File: config.mk
export PLATFORM = sky130hd
export DESIGN_NAME = asc_seq_ctrl
export DESIGN_NICKNAME = d
export VERILOG_FILES = /design/src/include/asc_pkg.sv /design/src/hdl/asc_seq_ctrl.sv
export VERILOG_INCLUDE_DIRS = /design/src /design/src/include
export SDC_FILE = /design/constraint.sdc
export NUM_CORES = 1
export LEC_CHECK = 0
export BUFFER_PORTS_ARGS = -buffer_cell sky130_fd_sc_hd__buf_2
export CORE_MARGIN = 8
export CORE_UTILIZATION = 50
export DETAILED_ROUTE_END_ITERATION = 12
export PLACE_DENSITY = 0.7
export SLEW_MARGIN = 30
export SYNTH_ARGS = -nofsm -noshare
export SYNTH_HDL_FRONTEND = slang
export SYNTH_SLANG_ARGS = --single-unit
File: constraint.sdc
create_clock -name aclk -period 4.4 [get_ports aclk]
set_input_delay 0.66 -clock aclk [delete_from_list [all_inputs] [get_ports aclk]]
set_output_delay 0.66 -clock aclk [all_outputs]
set_load 0.02 [all_outputs]
File: src/include/asc_map.svh
// Purpose: Register map, field positions, reset values for the sequence controller.
// Assumes: 32-bit AXI4-Lite data, one register per aligned word, 8-bit registers except 16-bit results.
// Notes: Included by bare name; definitions only.
//
// Contract
// - Sequence control write aborts and restarts sequence
// - Justify bit one right, zero left
// - Signed only when left justified
// - Result bit placement per resolution and justification
// - Signed result is unsigned with inverted MSB
// - Continuous bit repeats sequences, else single
// - Multi mode increments channel per conversion
// - Channel code selects input, wraps seven to zero
// - Done flag set at each sequence end
// - Done flag cleared by W1C, control write, fast read
// - Edge trigger during sequence sets trigger overrun
// - Trigger overrun cleared by W1C or control writes
// - Result overwrite of unread result sets overrun
// - Result overrun cleared by W1C or sequence start
// - Read-only conversion pointer, status writes ignored
// - Pointer zeroed at sequence edges unless FIFO mode
// - Test register reads unpredictable, writes special only
// - Resolution bit one eight-bit, zero ten-bit
`ifndef ASC_MAP_SVH
`define ASC_MAP_SVH

// Register byte offsets
`define ASC_OFS_CTL_TWO      8'h00
`define ASC_OFS_CTL_THREE    8'h04
`define ASC_OFS_TEST         8'h08
`define ASC_OFS_SEQ_CTRL     8'h0c
`define ASC_OFS_CTL_FOUR     8'h10
`define ASC_OFS_SEQ_STATUS   8'h14
`define ASC_OFS_CONV_DONE    8'h18
`define ASC_OFS_IRQ_MASK     8'h1c
`define ASC_OFS_RESULT_BASE  8'h20
`define ASC_OFS_RESULT_LAST  8'h3c

// Sequence control fields
`define ASC_SC_JUSTIFY       7
`define ASC_SC_SIGNED        6
`define ASC_SC_SCAN          5
`define ASC_SC_MULTI         4
`define ASC_SC_CHAN_HI       2
`define ASC_SC_CHAN_LO       0

// Control two fields
`define ASC_C2_FAST_CLEAR    0
`define ASC_C2_TRIG_LEVEL    1
`define ASC_C2_TRIG_ENABLE   2

// Control three fields
`define ASC_C3_LEN_HI        3
`define ASC_C3_LEN_LO        0
`define ASC_C3_FIFO          4

// Control four fields
`define ASC_C4_LOW_RES       0

// Status fields
`define ASC_ST_DONE          7
`define ASC_ST_TRIG_OVR      5
`define ASC_ST_RES_OVR       4
`define ASC_ST_PTR_HI        2
`define ASC_ST_PTR_LO        0

// Reset values
`define ASC_RST_CTL_TWO      8'h00
`define ASC_RST_CTL_THREE    8'h04
`define ASC_RST_CTL_FOUR     8'h00
`define ASC_RST_SEQ_CTRL     8'h00
`define ASC_RST_MASK         8'h00

// Timing and sizes
`define ASC_CONV_CYCLES      16
`define ASC_FULL_LEN         4'h8

`endif

File: src/include/asc_pkg.sv
// Purpose: Types shared by the sequence controller and its bench.
// Assumes: Nothing beyond the map header.
// Notes: Offsets live in asc_map.svh.
`default_nettype none

package asc_pkg;

    // Sequencer state
    typedef enum logic [0:0] {
        ASC_IDLE = 1'b0,
        ASC_CONV = 1'b1
    } asc_state_t;

    // Bus response codes
    typedef enum logic [1:0] {
        ASC_OKAY   = 2'b00,
        ASC_SLVERR = 2'b10
    } asc_resp_t;

endpackage : asc_pkg

`default_nettype wire

File: src/hdl/asc_seq_ctrl.sv
// Purpose: Conversion sequence control and status with AXI4-Lite registers.
// Assumes: Raw 10-bit sample present on sample_data when a conversion ends.
// Notes: One write and one read outstanding; unmapped addresses answer SLVERR.
//
// Local design decision: register access over AXI4-Lite.
`include "asc_map.svh"
`default_nettype none

module asc_seq_ctrl #(
    parameter int ADDR_W      = 8,                  // Byte address width
    parameter int CONV_CYCLES = `ASC_CONV_CYCLES    // Cycles per conversion
) (
    input  wire logic                aclk,
    input  wire logic                aresetn,
    input  wire logic [ADDR_W-1:0]   s_axi_awaddr,
    input  wire logic                s_axi_awvalid,
    output logic                     s_axi_awready,
    input  wire logic [31:0]         s_axi_wdata,
    input  wire logic [3:0]          s_axi_wstrb,
    input  wire logic                s_axi_wvalid,
    output logic                     s_axi_wready,
    output asc_pkg::asc_resp_t       s_axi_bresp,
    output logic                     s_axi_bvalid,
    input  wire logic                s_axi_bready,
    input  wire logic [ADDR_W-1:0]   s_axi_araddr,
    input  wire logic                s_axi_arvalid,
    output logic                     s_axi_arready,
    output logic [31:0]              s_axi_rdata,
    output asc_pkg::asc_resp_t       s_axi_rresp,
    output logic                     s_axi_rvalid,
    input  wire logic                s_axi_rready,
    input  wire logic [9:0]          sample_data,
    input  wire logic                ext_trigger,
    input  wire logic                special_mode,
    output logic [2:0]               analog_channel,
    output logic                     converting,
    output logic                     irq
);
    import asc_pkg::*;

    localparam int CW = $clog2(CONV_CYCLES + 1);    // Conversion timer width

    // Bus capture
    logic              aw_held;                     // Write address captured
    logic              w_held;                      // Write data captured
    logic [ADDR_W-1:0] aw_addr;                     // Captured write address
    logic [7:0]        w_byte;                      // Captured low data byte
    logic              w_lane;                      // Low byte lane enabled
    logic              wr_fire;                     // Write executes this cycle
    logic              wr_en;                       // Write with low lane on
    logic              rd_fire;                     // Read taken this cycle
    logic [7:0]        wa;                          // Aligned write address
    logic [7:0]        ra;                          // Aligned read address

    // Registers
    logic [7:0]        ctl_two;                     // Fast clear, trigger setup
    logic [7:0]        ctl_three;                   // Length, FIFO mode
    logic [7:0]        ctl_four;                    // Resolution
    logic [7:0]        seq_control;                 // Sequence settings
    logic [7:0]        irq_mask;                    // Interrupt enables
    logic [7:0]        test_value;                  // Test register contents
    logic [7:0]        noise;                       // Free-running scramble
    logic [15:0]       result_q [8];                // Formatted results
    logic [7:0]        conversion_done_flag;        // Per-result done flags
    logic              read_armed;                  // Done-flag read seen
    logic              sequence_done_flag;
    logic              trigger_overrun_flag;
    logic              result_overrun_flag;
    logic [2:0]        conversion_pointer;

    // Sequencer
    asc_state_t        state;
    logic [CW-1:0]     conv_cnt;                    // Cycles into conversion
    logic [3:0]        seq_cnt;                     // Conversions done in sequence
    logic [3:0]        seq_len;                     // Decoded sequence length
    logic              trig_q;                      // Trigger of previous cycle
    logic              trig_rise;
    logic              trig_start;
    logic              trig_ovr_set;
    logic              wr_ctl5;
    logic              abort;
    logic              start_req;
    logic              conv_done;
    logic              seq_last;
    logic              rd_res;                      // Result register read
    logic              rd_done_reg;                 // Done-flag register read
    logic [7:0]        status_byte;
    logic [7:0]        flag_bits;                   // Sticky flags only
    logic [31:0]       next_rdata;
    logic              next_rhit;
    logic              wr_hit;

    // Mapped address check
    function automatic logic asc_mapped(input logic [7:0] a);
        begin
            asc_mapped = (a <= `ASC_OFS_RESULT_LAST);
        end
    endfunction : asc_mapped

    // Result word placement
    function automatic logic [15:0] asc_format(input logic [9:0] raw, input logic low,
                                               input logic right, input logic sgn);
        logic [15:0] w;
        begin
            w = low ? {raw[9:2], 8'h00} : {raw, 6'h00};
            if (right) begin
                w = low ? {8'h00, raw[9:2]} : {6'h00, raw};
            end else if (sgn) begin
                w[15] = ~w[15];
            end
            asc_format = w;
        end
    endfunction : asc_format

    assign wa      = {aw_addr[7:2], 2'b00};
    assign ra      = {s_axi_araddr[7:2], 2'b00};
    assign wr_fire = aw_held && w_held && !s_axi_bvalid;
    assign wr_en   = wr_fire && w_lane;
    assign wr_hit  = asc_mapped(wa);
    assign rd_fire = s_axi_arvalid && s_axi_arready;

    // Handshake readies
    assign s_axi_awready = !aw_held && !s_axi_bvalid;
    assign s_axi_wready  = !w_held && !s_axi_bvalid;
    assign s_axi_arready = !s_axi_rvalid;

    // Write address capture
    always_ff @(posedge aclk) begin
        if (!aresetn) begin
            aw_held <= 1'b0;
            aw_addr <= '0;
        end else if (s_axi_awvalid && s_axi_awready) begin
            aw_held <= 1'b1;
            aw_addr <= s_axi_awaddr;
        end else if (wr_fire) begin
            aw_held <= 1'b0;
        end
    end

    // Write data capture
    always_ff @(posedge aclk) begin
        if (!aresetn) begin
            w_held <= 1'b0;
            w_byte <= 8'h00;
            w_lane <= 1'b0;
        end else if (s_axi_wvalid && s_axi_wready) begin
            w_held <= 1'b1;
            w_byte <= s_axi_wdata[7:0];
            w_lane <= s_axi_wstrb[0];
        end else if (wr_fire) begin
            w_held <= 1'b0;
        end
    end

    // Write response
    always_ff @(posedge aclk) begin
        if (!aresetn) begin
            s_axi_bvalid <= 1'b0;
            s_axi_bresp  <= ASC_OKAY;
        end else if (wr_fire) begin
            s_axi_bvalid <= 1'b1;
            s_axi_bresp  <= wr_hit ? ASC_OKAY : ASC_SLVERR;
        end else if (s_axi_bready) begin
            s_axi_bvalid <= 1'b0;
        end
    end

    // Write decode
    assign wr_ctl5 = wr_en && (wa == `ASC_OFS_SEQ_CTRL);
    assign abort   = wr_en && ((wa == `ASC_OFS_CTL_TWO) || (wa == `ASC_OFS_CTL_THREE)
                               || (wa == `ASC_OFS_CTL_FOUR));

    // Control registers
    always_ff @(posedge aclk) begin
        if (!aresetn) begin
            ctl_two     <= `ASC_RST_CTL_TWO;
            ctl_three   <= `ASC_RST_CTL_THREE;
            ctl_four    <= `ASC_RST_CTL_FOUR;
            seq_control <= `ASC_RST_SEQ_CTRL;
            irq_mask    <= `ASC_RST_MASK;
        end else if (wr_en) begin
            unique case (wa)
                `ASC_OFS_CTL_TWO:   ctl_two     <= w_byte;
                `ASC_OFS_CTL_THREE: ctl_three   <= w_byte;
                `ASC_OFS_CTL_FOUR:  ctl_four    <= w_byte;
                `ASC_OFS_SEQ_CTRL:  seq_control <= w_byte;
                `ASC_OFS_IRQ_MASK:  irq_mask    <= w_byte;
                default: ;                                  // Others elsewhere or read-only
            endcase
        end
    end

    // Test register and scramble source
    always_ff @(posedge aclk) begin
        if (!aresetn) begin
            test_value <= 8'h00;
            noise      <= 8'h00;
        end else begin
            noise <= noise + 8'h01;
            if (wr_en && (wa == `ASC_OFS_TEST) && special_mode) begin
                test_value <= w_byte;
            end
        end
    end

    // Sequence length, code zero or eight and up mean full
    assign seq_len = ((ctl_three[`ASC_C3_LEN_HI:`ASC_C3_LEN_LO] == 4'h0)
                      || ctl_three[`ASC_C3_LEN_HI]) ? `ASC_FULL_LEN
                     : ctl_three[`ASC_C3_LEN_HI:`ASC_C3_LEN_LO];

    // Trigger handling
    assign trig_rise    = ext_trigger && !trig_q;
    assign trig_start   = ctl_two[`ASC_C2_TRIG_ENABLE] && (state == ASC_IDLE) && !abort
                          && (ctl_two[`ASC_C2_TRIG_LEVEL] ? ext_trigger : trig_rise);
    assign trig_ovr_set = ctl_two[`ASC_C2_TRIG_ENABLE] && !ctl_two[`ASC_C2_TRIG_LEVEL]
                          && trig_rise && (state == ASC_CONV);
    assign start_req    = wr_ctl5 || trig_start;
    assign conv_done    = (state == ASC_CONV) && !wr_ctl5 && !abort
                          && (conv_cnt == CW'(CONV_CYCLES - 1));
    assign seq_last     = conv_done && (seq_cnt == seq_len - 4'h1);

    // Trigger edge history
    always_ff @(posedge aclk) begin
        if (!aresetn) begin
            trig_q <= 1'b0;
        end else begin
            trig_q <= ext_trigger;
        end
    end

    // Sequencer state
    always_ff @(posedge aclk) begin
        if (!aresetn) begin
            state <= ASC_IDLE;
        end else if (wr_ctl5) begin
            state <= ASC_CONV;
        end else if (abort) begin
            state <= ASC_IDLE;
        end else if (trig_start) begin
            state <= ASC_CONV;
        end else if (seq_last && !seq_control[`ASC_SC_SCAN]) begin
            state <= ASC_IDLE;
        end
    end

    // Conversion timer and sequence counter
    always_ff @(posedge aclk) begin
        if (!aresetn) begin
            conv_cnt <= '0;
            seq_cnt  <= 4'h0;
        end else if (start_req || abort) begin
            conv_cnt <= '0;
            seq_cnt  <= 4'h0;
        end else if (conv_done) begin
            conv_cnt <= '0;
            seq_cnt  <= seq_last ? 4'h0 : seq_cnt + 4'h1;
        end else if (state == ASC_CONV) begin
            conv_cnt <= conv_cnt + CW'(1);
        end
    end

    // Channel selection
    always_ff @(posedge aclk) begin
        if (!aresetn) begin
            analog_channel <= 3'h0;
        end else if (wr_ctl5) begin
            analog_channel <= w_byte[`ASC_SC_CHAN_HI:`ASC_SC_CHAN_LO];
        end else if (trig_start || seq_last) begin
            analog_channel <= seq_control[`ASC_SC_CHAN_HI:`ASC_SC_CHAN_LO];
        end else if (conv_done && seq_control[`ASC_SC_MULTI]) begin
            analog_channel <= analog_channel + 3'h1;
        end
    end

    // Conversion pointer
    always_ff @(posedge aclk) begin
        if (!aresetn) begin
            conversion_pointer <= 3'h0;
        end else if ((start_req || abort) && !ctl_three[`ASC_C3_FIFO]) begin
            conversion_pointer <= 3'h0;
        end else if (seq_last && !ctl_three[`ASC_C3_FIFO]) begin
            conversion_pointer <= 3'h0;
        end else if (conv_done) begin
            conversion_pointer <= conversion_pointer + 3'h1;
        end
    end

    // Result store
    always_ff @(posedge aclk) begin
        if (!aresetn) begin
            for (int i = 0; i < 8; i++) begin
                result_q[i] <= 16'h0000;
            end
        end else if (conv_done) begin
            result_q[conversion_pointer] <= asc_format(sample_data,
                ctl_four[`ASC_C4_LOW_RES], seq_control[`ASC_SC_JUSTIFY],
                seq_control[`ASC_SC_SIGNED]);
        end
    end

    // Read classification
    assign rd_res      = rd_fire && (ra >= `ASC_OFS_RESULT_BASE) && (ra <= `ASC_OFS_RESULT_LAST);
    assign rd_done_reg = rd_fire && (ra == `ASC_OFS_CONV_DONE);

    // Done-flag read arms slow result clear
    always_ff @(posedge aclk) begin
        if (!aresetn) begin
            read_armed <= 1'b0;
        end else if (rd_done_reg) begin
            read_armed <= 1'b1;
        end else if (rd_res) begin
            read_armed <= 1'b0;
        end
    end

    // Per-result done flags, control write beats set, set beats read clear
    generate
        for (genvar g = 0; g < 8; g++) begin : g_done
            always_ff @(posedge aclk) begin
                if (!aresetn) begin
                    conversion_done_flag[g] <= 1'b0;
                end else if (wr_ctl5) begin
                    conversion_done_flag[g] <= 1'b0;
                end else if (conv_done && (conversion_pointer == 3'(g))) begin
                    conversion_done_flag[g] <= 1'b1;
                end else if (rd_res && (ra[4:2] == 3'(g))
                             && (ctl_two[`ASC_C2_FAST_CLEAR] || read_armed)) begin
                    conversion_done_flag[g] <= 1'b0;
                end
            end
        end
    endgenerate

    // Sequence done flag, set wins over clear
    always_ff @(posedge aclk) begin
        if (!aresetn) begin
            sequence_done_flag <= 1'b0;
        end else if (seq_last) begin
            sequence_done_flag <= 1'b1;
        end else if ((wr_en && (wa == `ASC_OFS_SEQ_STATUS) && w_byte[`ASC_ST_DONE])
                     || wr_ctl5 || (rd_res && ctl_two[`ASC_C2_FAST_CLEAR])) begin
            sequence_done_flag <= 1'b0;
        end
    end

    // Trigger overrun flag
    always_ff @(posedge aclk) begin
        if (!aresetn) begin
            trigger_overrun_flag <= 1'b0;
        end else if (trig_ovr_set) begin
            trigger_overrun_flag <= 1'b1;
        end else if ((wr_en && (wa == `ASC_OFS_SEQ_STATUS) && w_byte[`ASC_ST_TRIG_OVR])
                     || abort || wr_ctl5) begin
            trigger_overrun_flag <= 1'b0;
        end
    end

    // Result overrun flag
    always_ff @(posedge aclk) begin
        if (!aresetn) begin
            result_overrun_flag <= 1'b0;
        end else if (conv_done && conversion_done_flag[conversion_pointer]) begin
            result_overrun_flag <= 1'b1;
        end else if ((wr_en && (wa == `ASC_OFS_SEQ_STATUS) && w_byte[`ASC_ST_RES_OVR])
                     || start_req) begin
            result_overrun_flag <= 1'b0;
        end
    end

    // Status assembly
    always_comb begin
        status_byte = 8'h00;
        status_byte[`ASC_ST_DONE]     = sequence_done_flag;
        status_byte[`ASC_ST_TRIG_OVR] = trigger_overrun_flag;
        status_byte[`ASC_ST_RES_OVR]  = result_overrun_flag;
        status_byte[`ASC_ST_PTR_HI:`ASC_ST_PTR_LO] = conversion_pointer;
    end

    // Interrupt from masked sticky flags
    assign flag_bits  = status_byte & 8'hb0;
    assign irq        = |(flag_bits & irq_mask);
    assign converting = (state == ASC_CONV);

    // Read data mux
    always_comb begin
        next_rdata = 32'h0000_0000;
        next_rhit  = 1'b1;
        if (rd_res) begin
            next_rdata = {16'h0000, result_q[ra[4:2]]};
        end else begin
            unique case (ra)
                `ASC_OFS_CTL_TWO:    next_rdata = {24'h0, ctl_two};
                `ASC_OFS_CTL_THREE:  next_rdata = {24'h0, ctl_three};
                `ASC_OFS_TEST:       next_rdata = {24'h0, test_value ^ noise};
                `ASC_OFS_SEQ_CTRL:   next_rdata = {24'h0, seq_control};
                `ASC_OFS_CTL_FOUR:   next_rdata = {24'h0, ctl_four};
                `ASC_OFS_SEQ_STATUS: next_rdata = {24'h0, status_byte};
                `ASC_OFS_CONV_DONE:  next_rdata = {24'h0, conversion_done_flag};
                `ASC_OFS_IRQ_MASK:   next_rdata = {24'h0, irq_mask};
                default:             next_rhit  = 1'b0;     // Unmapped
            endcase
        end
    end

    // Read response
    always_ff @(posedge aclk) begin
        if (!aresetn) begin
            s_axi_rvalid <= 1'b0;
            s_axi_rdata  <= 32'h0000_0000;
            s_axi_rresp  <= ASC_OKAY;
        end else if (rd_fire) begin
            s_axi_rvalid <= 1'b1;
            s_axi_rdata  <= next_rdata;
            s_axi_rresp  <= next_rhit ? ASC_OKAY : ASC_SLVERR;
        end else if (s_axi_rready) begin
            s_axi_rvalid <= 1'b0;
        end
    end

endmodule : asc_seq_ctrl

`default_nettype wire

==> flow_metrics.env, run 1 <==
export IMPL_status="finished clean"
export IMPL_hpwl_um=18460
export IMPL_overflow=0
export IMPL_end_kind="flop"
export IMPL_drc=0
export IMPL_htree_levels=1
export IMPL_dieHeight_um=169.3
export IMPL_ys_async_sr_fraction_pct=0
export IMPL_die_area_um2=28660
export IMPL_fin_crit_ns=3.456
export IMPL_cts_hold_buffers_added=0
export IMPL_yosysWarnings=0
export IMPL_syn_to_final_growth_pct=10.07
export IMPL_synth_edf_count=128
export IMPL_setup_viol=0
export IMPL_grt_usage_pct=19.40
export IMPL_skew_ns=0.01054
export IMPL_timing_rr_start="aw_addr[4]"
export IMPL_ctsResizeCount=0
export IMPL_drtIter0Drc=658
export IMPL_synthTopCellsByArea="edfxtp_1, dfxtp_1, mux4_2, mux2i_1, nor2_1"
export IMPL_synth_compound_area_share_pct=7.273
export IMPL_yosys_area_share_simple_pct=17.83
export IMPL_r2r_end="result_q[7][1]"
export IMPL_clk_pin_slew_ns=0.06
export IMPL_slew_headroom_pct=38.30
export IMPL_grt_max_degree=106
export IMPL_clk_path_buf_depth=3
export IMPL_avgViaCountPerCell=5.585
export IMPL_r2r_cells=7
export IMPL_wirelength_um=27980
export IMPL_cp_start_kind="flop"
export IMPL_crit_path_cell_trace="nand2_1 > nor3b_2 > buf_4 > or3_1 > nor2_8 > nand4_4 > nand2_1"
export IMPL_port_buffers=67
export IMPL_yosysSeqAreaShare_pct=53.50
export IMPL_synth_most_common_cell="nor2_1"
export IMPL_holdPathEnd="trig_q"
export IMPL_synthTopCellsByCount="nor2_1, edfxtp_1, dfxtp_1"
export IMPL_post_cts_setup_buffer_count=0
export IMPL_synth_xor_area_share_pct=1.938
export IMPL_worstMarginPinSlew_ns=0.9232
export IMPL_whs_path_depth=2
export IMPL_wl_per_cell_um=19.97
export IMPL_cts_tree="done"
export IMPL_antenna_found_initial=0
export IMPL_path_buf_inv=1
export IMPL_insertion_delay_ns=0.53
export IMPL_core_area_um2=23260
export IMPL_cp_required_ns=4.56
export IMPL_grt_pass1_wl_um=44170
export IMPL_hold_class="in2reg"
export IMPL_power_density_nw_per_um2=381.6
export IMPL_cts_root_buf="clkbuf_16"
export IMPL_fmax_mhz=289.4
export IMPL_worst_slack_ns=0.9440
export IMPL_rsz0062_at_grt="false"
export IMPL_min_from="ext_trigger"
export IMPL_reg_top3="result_q (128), s_axi_rdata (16)"
export IMPL_largest_reg_flops=128
export IMPL_r2r_setup_slack_ns=0.94
export IMPL_ys_types=66
export IMPL_synth_top_family_by_area="simple AND/OR/NAND/NOR gates"
export IMPL_cpPeakStageDelay_ns=0.83
export IMPL_die_w_um=169.3
export IMPL_synthCells=1030
export IMPL_synth_top_cell_by_area="edfxtp_1"
export IMPL_clock_sinks=250
export IMPL_synthMuxAreaShare_pct=13.97
export IMPL_dr_pass1_iters=5
export IMPL_via_count=7825
export IMPL_gp_congestion=0.9006
export IMPL_synth_avg_cell_area_um2=11.41
export IMPL_critPathArrivalTime_ns=3.61
export IMPL_worstSetupPathType="reg2reg"
export IMPL_start_util_pct=50.51
export IMPL_maxSlewViolCount=0
export IMPL_post_route_period_util_pct=78.55
export IMPL_nets=1151
export IMPL_crit_path_frequent_cell="nand2_1"
export IMPL_drive_gt1_share_pct=17.01
export IMPL_final_hold_viol_count=0
export IMPL_grt_pass1_vias=8043
export IMPL_cp_top_family="simple AND/OR/NAND/NOR gates"
export IMPL_synth_top_area_share_pct=32.71
export IMPL_rows=56
export IMPL_pre_cts_ws_ns=0.9536
export IMPL_synth_area_um2=11750
export IMPL_cts_made_buffers=27
export IMPL_synth_fa_ha_area_share_pct=1.278
export IMPL_ir_worst_vdd_v=0.0003456
export IMPL_antenna_left=0
export IMPL_synthFlopType="edfxtp_1"
export IMPL_top_register="result_q"
export IMPL_ioPinCount=117
export IMPL_crit_path_start="aw_addr[4]"
export IMPL_fin_tns_setup_ns=0
export IMPL_cp_max_fo=17
export IMPL_diodes=0
export IMPL_cap_violations=0
export IMPL_cp_slowest_cell="nand2_1"
export IMPL_p_leak_uw=0.004568
export IMPL_ys_ff_latch=250
## metrics by stage
step	util [%]	cell area, um2	hold slack, ns	instances	total power [uW]
global placement	52.29	12160	0.4689	1358	2955
global route	55.60	12930	0.3692	1401	5084
detailed placement	52.29	12160	0.4744	1358	2962
CTS	55.55	12920	0.3444	1401	4964
finish	55.60	12930	0.3570	1401	4935
floorplan	-	11810	0.4426	1047	2856
## power by group
group | internal (uW) | total [uW] | switching [uW]
Sequential | 2530 | 2580 | 48.2
Combinational | 130 | 339 | 208
Clock | 1130 | 2020 | 888
Total | 3790 | 4940 | 1140
## metal layers
layer,up-vias,GRT usage [%],part of all wire (%)
met5,-,0,0
met4,0,5.964,2.6
met3,50,3.117,6.2
met2,270,33.33,48
met1,3787,24.81,43
li1,3718,-,-
## cell type report
class	instances	area [um2]
Timing Repair Buffer	76	405.4
Inverter	10	37.54
Sequential cell	250	6286
Multi-Input combinational cell	703	5049
Tap cell	319	399.1
Clock inverter	7	37.54
Fill cell	2003	10330
Clock buffer	36	719.4
## cell usage in the layout (no fill, tap or decap), types with 14 or more instances in the layout
master	synthesis	final
nor2_1	155	155
edfxtp_1	128	128
dfxtp_1	122	122
nand2_1	90	90
buf_2	6	66
mux2i_1	65	65
nor2b_1	62	62
mux4_2	35	35
clkbuf_16	0	27
a21oi_1	25	25
o21ai_0	25	25
and2_1	19	19
nand2b_1	18	18
mux2_2	18	18
conb_1	1	18
xor2_1	15	15
a21boi_0	14	14
## worst register-to-register path, cell delays in order (launching register included)
cell	delay [ns]
dfxtp_1	0.53
nand2_1	0.15
nor3b_2	0.18
buf_4	0.17
or3_1	0.58
nor2_8	0.28
nand4_4	0.36
nand2_1	0.83
## how the worst max path moves through the flow
| stage | endpoint | slack [ns] | depth (start not counted) |
|---|---|---|---|
| after global placement | result_q[1][10] | 0.96 | 8 |
| final | result_q[7][1] | 0.94 | 7 |
| after detailed placement | result_q[5][9] | 0.95 | 8 |
| after CTS | result_q[5][3] | 0.94 | 8 |
| after floorplan | result_q[1][0] | 1.70 | 10 |
| after global routing | result_q[5][12] | 0.76 | 8 |
## cells by family (layout without fill, tap and decap cells)
logic type / after synthesis / count (layout)
flops: 250 / 250
simple gates: 405 / 405
xor+xnor: 26 / 26
compound gates: 124 / 124
fa+ha+maj: 12 / 12
buf+inv: 94 / 129
mux: 118 / 118
other cells: 1 / 18
(Power assumes the default switching activity.)
==> run 2: changes to the inputs <==
PLACE_DENSITY = 0.73   (was 0.7)
clock period = 3.1 ns   (was 4.4 ns; I/O delays follow)
==> run 2 against run 1 <==
Effect of this change:
- first-iteration DRC count is 34% higher
- clock power is 46% higher
- critical path depth is 2 higher
- via count is 3.7% higher
==> flow_metrics.env, run 2 (synthesized netlist as in run 1, its figures left out) <==
export IMPL_cts_tree="done"
export IMPL_p_leak_uw=0.004735
export IMPL_insertion_delay_ns=0.54
export IMPL_setup_viol=0
export IMPL_grt_pass1_vias=8176
export IMPL_critPathArrivalTime_ns=2.90
export IMPL_final_cells=1430
export IMPL_swShare_pct=23.12
export IMPL_power_density_nw_per_um2=536.7
export IMPL_antenna_left=0
export IMPL_htree_levels=1
export IMPL_clk_path_buf_depth=3
export IMPL_rows=56
export IMPL_port_buffers=67
export IMPL_cp_required_ns=3.35
export IMPL_post_cts_setup_buffer_count=0
export IMPL_seq_area_um2=6286
export IMPL_gp_congestion=0.8715
export IMPL_ir_worst_vdd_v=0.0003821
export IMPL_largest_reg_flops=128
export IMPL_placed_cells=1384
export IMPL_grt_usage_pct=19.70
export IMPL_maxSlewViolCount=0
export IMPL_final_hold_viol_count=0
export IMPL_p_comb_share_pct=7.1
export IMPL_rsz0062_at_grt="false"
export IMPL_ioPinCount=117
export IMPL_fin_tns_setup_ns=0
export IMPL_end_kind="flop"
export IMPL_start_util_pct=50.51
export IMPL_grt_max_degree=100
export IMPL_via_count=8117
export IMPL_die_w_um=169.3
export IMPL_cts_hold_buffers_added=0
export IMPL_netSwitchingPower_uw=1639
export IMPL_cp_start_kind="flop"
export IMPL_holdWs_ns=0.1598
export IMPL_dpl_cell_area_um2=12410
export IMPL_cts_made_buffers=26
export IMPL_antenna_found_initial=0
export IMPL_drc=0
export IMPL_final_cell_area_um2=13220
export IMPL_dieHeight_um=169.3
export IMPL_post_route_period_util_pct=85.47
export IMPL_die_area_um2=28660
export IMPL_drive_gt1_share_pct=19.46
export IMPL_cap_violations=0
export IMPL_clk_pin_slew_ns=0.06
export IMPL_multi_input_area_um2=5036
export IMPL_nets=1176
export IMPL_dr_pass1_iters=7
export IMPL_wirelength_um=28440
export IMPL_seqPwrFrac_pct=51.6
export IMPL_worstSetupPathType="reg2reg"
export IMPL_top_register="result_q"
export IMPL_grt_pass1_wl_um=44790
export IMPL_slew_headroom_pct=41.87
export IMPL_ctsResizeCount=0
export IMPL_fin_crit_ns=2.649
export IMPL_cp_max_fo=11
export IMPL_clock_sinks=250
export IMPL_skew_ns=0.02117
export IMPL_cts_root_buf="clkbuf_16"
export IMPL_fmax_mhz=377.4
export IMPL_reg_top3="result_q (128), s_axi_rdata (16)"
export IMPL_wl_per_cell_um=19.89
export IMPL_fillers=1964
export IMPL_status="finished clean"
export IMPL_avgViaCountPerCell=5.676
export IMPL_syn_to_final_growth_pct=12.47
export IMPL_drtIter0Drc=880
export IMPL_hpwl_um=19440
export IMPL_clock_power_share_pct=41.4
export IMPL_core_area_um2=23260
export IMPL_final_cell_mix="nor2_1, edfxtp_1, dfxtp_1, nand2_1, buf_2"
export IMPL_worstMarginPinSlew_ns=0.8719
export IMPL_hold_class="in2reg"
export IMPL_internal_power_uw=5453
export IMPL_final_common_cell="nor2_1"
export IMPL_overflow=0
[run 2: cell count changes in the layout (fill, tap and decap cells not counted), moves of 3 or more]
cell	previous run	this run
buf_12	0	4
buf_4	10	32
clkbuf_1	8	3
clkinv_2	1	4
[run 2: worst paths after layout]
path                  startpoint             end  slack, ns  cells past startpoint
hold / removal       ext_trigger          trig_q       0.16                      2
setup / recovery     conv_cnt[0]  result_q[6][1]       0.45                      9
hold reg to reg   s_axi_rresp[1]  s_axi_rresp[1]       0.50                      1
setup reg to reg     conv_cnt[0]  result_q[6][1]       0.45                      9
[run 2: final cells by class]
type	instances	share of cell area (%)
diodes	1	0.01894
inverters	10	0.2840
repair buffers	102	4.923
clock inverters	12	0.5491
clock buffers	33	5.529
multi-input cells	703	38.11
flip-flops and latches	250	47.57
well taps	319	3.020
[run 2: metrics by stage]
stage / total power (uW) / utilization, % / worst slack (ns)
detailed placement: 4225 / 53.35 / 0.4197
global placement: 4211 / 53.35 / 0.4295
floorplan: 4054 / - / 0.3959
global route: 7318 / 56.80 / 0.2935
CTS: 7131 / 56.80 / 0.4310
finish: 7092 / 56.81 / 0.4505
[run 2: critical path, stage by stage (launching register included)]
cell,delay (ns)
dfxtp_1,0.36
ha_1,0.17
and3_1,0.15
ha_1,0.13
nand2_1,0.11
or3_1,0.58
nor2_8,0.26
nand4_4,0.12
nand2_1,0.28
buf_12,0.19
[run 2: metal layers]
| layer | wire [um] | global-route usage (%) | up-vias |
|---|---|---|---|
| met5 | 0 | 0 | - |
| met4 | 775 | 6.618 | 0 |
| met3 | 2053 | 2.931 | 60 |
| met2 | 13460 | 32.81 | 305 |
| met1 | 12140 | 26.02 | 3990 |
| li1 | - | - | 3762 |
[run 2: power groups by stage]
| stage | combinational [uW] | clock [uW] | sequential (uW) |
|---|---|---|---|
| 2_1_floorplan | 349 | 0 | 3700 |
| 3_3_place_gp | 492 | 0 | 3720 |
| 3_5_place_dp | 499 | 0 | 3730 |
| 4_1_cts | 502 | 2970 | 3660 |
| 5_1_grt | 539 | 3110 | 3670 |
| 6_report | 500 | 2940 | 3660 |
==> run 3: changes to the inputs <==
--- a/config.mk
+++ b/config.mk
@@ -11,5 +11,5 @@
 export CORE_UTILIZATION = 50
 export DETAILED_ROUTE_END_ITERATION = 12
-export PLACE_DENSITY = 0.73
+export PLACE_DENSITY = 0.79
 export SLEW_MARGIN = 30
 export SYNTH_ARGS = -nofsm -noshare
==> constraint.sdc (replaced) <==
create_clock -name aclk -period 3.1 [get_ports aclk]
set_input_delay 0.155 -clock aclk [delete_from_list [all_inputs] [get_ports aclk]]
set_output_delay 0.155 -clock aclk [all_outputs]
set_load 0.02 [all_outputs]
==> run 3 against run 2 <==
Effect of this change:
- core utilization grew 0.86 points
- critical path depth is the same
- register-to-register slack lost 0.07 ns
- largest cell class unchanged
- global-route usage grew 0.81 points
- clock-buffer cell count shrank 1
- sequential share of layout area shrank 0.71 points
- worst hold slack lost 0.12 ns
- largest power group unchanged
- sequential power is essentially flat
- critical path type unchanged
- die area is the same
==> flow_metrics.env, run 3 (synthesized netlist as in run 1, its figures left out) <==
export IMPL_status="finished clean"
export IMPL_critPathArrivalTime_ns=2.93
export IMPL_die_area_um2=28660
export IMPL_wl_per_cell_um=20.22
export IMPL_grt_pass1_vias=8365
export IMPL_ir_worst_vdd_v=0.0003751
export IMPL_drtIter0Drc=926
export IMPL_grt_usage_pct=20.52
export IMPL_end_kind="flop"
export IMPL_seqPwrFrac_pct=50.9
export IMPL_gp_congestion=0.8640
export IMPL_setup_viol=0
export IMPL_met1_usage_pct=25.88
export IMPL_antenna_found_initial=0
export IMPL_power_density_nw_per_um2=535.0
export IMPL_htree_levels=1
export IMPL_largest_reg_flops=128
export IMPL_dr_pass1_iters=5
export IMPL_clk_path_buf_depth=3
export IMPL_final_cell_mix="nor2_1, edfxtp_1, dfxtp_1, nand2_1, buf_2"
export IMPL_whs_path_depth=2
export IMPL_ioPinCount=117
export IMPL_port_buffers=67
export IMPL_top_usage_layer="met2"
export IMPL_timing_rr_start="conv_cnt[0]"
export IMPL_diodes=0
export IMPL_r2r_setup_slack_ns=0.38
export IMPL_overflow=0
export IMPL_p_leak_uw=0.004818
export IMPL_antenna_left=0
export IMPL_placed_cells=1383
export IMPL_r2r_end="result_q[1][0]"
export IMPL_final_hold_viol_count=0
export IMPL_syn_to_final_growth_pct=14.17
export IMPL_seq_area_um2=6286
export IMPL_slew_headroom_pct=39.73
export IMPL_min_from="aresetn"
export IMPL_cap_violations=0
export IMPL_via_count=8352
export IMPL_reg_top3="result_q (128), s_axi_rdata (16)"
export IMPL_internal_power_uw=5491
export IMPL_hpwl_um=19540
export IMPL_cpPeakStageDelay_ns=0.58
export IMPL_crit_path_cell_trace="ha_1 > and3_1 > ha_1 > nand2_1 > or3_1 > nor2_8 > nand4_4 > nand2_1 > buf_4"
export IMPL_final_cells=1453
export IMPL_dieHeight_um=169.3
export IMPL_fillers=1868
export IMPL_r2r_cells=9
export IMPL_multi_input_area_um2=5036
export IMPL_drc=0
export IMPL_ctsResizeCount=0
export IMPL_fin_tns_setup_ns=0
export IMPL_core_area_um2=23260
export IMPL_p_comb_share_pct=7.3
export IMPL_rows=56
export IMPL_cp_required_ns=3.31
export IMPL_maxSlewViolCount=0
export IMPL_finish_utilization_pct=57.67
export IMPL_wirelength_um=29380
export IMPL_cts_root_buf="clkbuf_16"
export IMPL_worstSetupPathType="reg2reg"
export IMPL_grt_use_met2_pct=35.40
export IMPL_grt_max_degree=88
export IMPL_final_common_cell="nor2_1"
export IMPL_grt_pass1_wl_um=46530
export IMPL_cts_tree="done"
export IMPL_clock_sinks=250
export IMPL_fmax_mhz=368.1
export IMPL_clk_pin_slew_ns=0.06
export IMPL_clock_power_share_pct=41.7
export IMPL_cp_slowest_cell="or3_1"
export IMPL_pre_cts_ws_ns=0.4075
export IMPL_insertion_delay_ns=0.55
export IMPL_met3_usage_pct=3.233
export IMPL_drive_gt1_share_pct=18.78
export IMPL_post_route_period_util_pct=87.64
export IMPL_skew_ns=0.02419
export IMPL_fin_crit_ns=2.717
export IMPL_rsz0062_at_grt="false"
export IMPL_post_cts_setup_buffer_count=0
export IMPL_hold_class="in2reg"
export IMPL_cp_start_kind="flop"
export IMPL_cp_max_fo=16
export IMPL_swShare_pct=23.50
export IMPL_holdPathEnd="ctl_three[2]"
export IMPL_worst_slack_ns=0.3830
export IMPL_start_util_pct=50.51
export IMPL_die_w_um=169.3
export IMPL_worstMarginPinSlew_ns=0.8998
export IMPL_netSwitchingPower_uw=1686
export IMPL_avgViaCountPerCell=5.748
export IMPL_nets=1197
export IMPL_top_register="result_q"
export IMPL_cts_made_buffers=27
run 3: changes by cell type in the layout (fill, tap and decap cells not counted), sizes merged:
cell	change
clkbuf	-1
inv	+1
bufinv	+1
dlygate4sd3	+21
buf	-1
diode	-1
clkinv	+3
run 3: worst max path at each step:
stage                           start         endpoint  slack (ns)  cells after the start
after floorplan           conv_cnt[0]   result_q[1][0]        0.40                     10
after global placement    conv_cnt[0]   result_q[0][8]        0.46                      9
after detailed placement  conv_cnt[0]  result_q[0][14]        0.41                      9
after CTS                 conv_cnt[0]   result_q[3][3]        0.38                      9
after global routing      conv_cnt[0]   result_q[3][5]        0.23                      9
final                     conv_cnt[0]   result_q[1][0]        0.38                      9
run 3: power by group through the flow:
stage | logic [uW] | clock network (uW) | registers [uW]
6_report | 526 | 3000 | 3660
4_1_cts | 521 | 3020 | 3660
3_3_place_gp | 488 | 0 | 3720
5_1_grt | 565 | 3160 | 3670
2_1_floorplan | 349 | 0 | 3700
3_5_place_dp | 497 | 0 | 3720
run 3: final cells by class:
cell class | count | area share [%]
Clock buffer | 32 | 5.176
Clock inverter | 17 | 0.9047
Inverter | 10 | 0.2798
Multi-Input combinational cell | 703 | 37.54
Timing Repair Buffer | 122 | 6.267
Tap cell | 319 | 2.975
Sequential cell | 250 | 46.86
run 3: per-layer routing:
layer / part of all wire [%] / vias up
met1: 39 / 4045
met4: 2.7 / 0
li1: - / 3807
met5: 0 / -
met3: 8.5 / 61
met2: 50 / 439
run 3: timing repair:
| action | in CTS | in global routing |
|---|---|---|
| setup endpoints to repair | 0 | 0 |
| hold buffers | 21 | 0 |
| hold endpoints to repair | 19 | 0 |
run 3: metrics by stage:
stage          power, uW  instance area (um2)  hold WS (ns)
2_1_floorplan       4054                11810        0.2767
3_3_place_gp        4205                12390        0.3976
3_5_place_dp        4221                12390        0.4053
4_1_cts             7196                13420       0.03129
5_1_grt             7393                13420       0.04340
6_report            7177                13420       0.03795
run 3: critical path: cells and delay by family, from the launching register on:
kind / cells / cell delay [ns]
simple gates: 6 / 1.43
flops: 1 / 0.37
fa+ha+maj: 2 / 0.32
buf+inv: 1 / 0.28
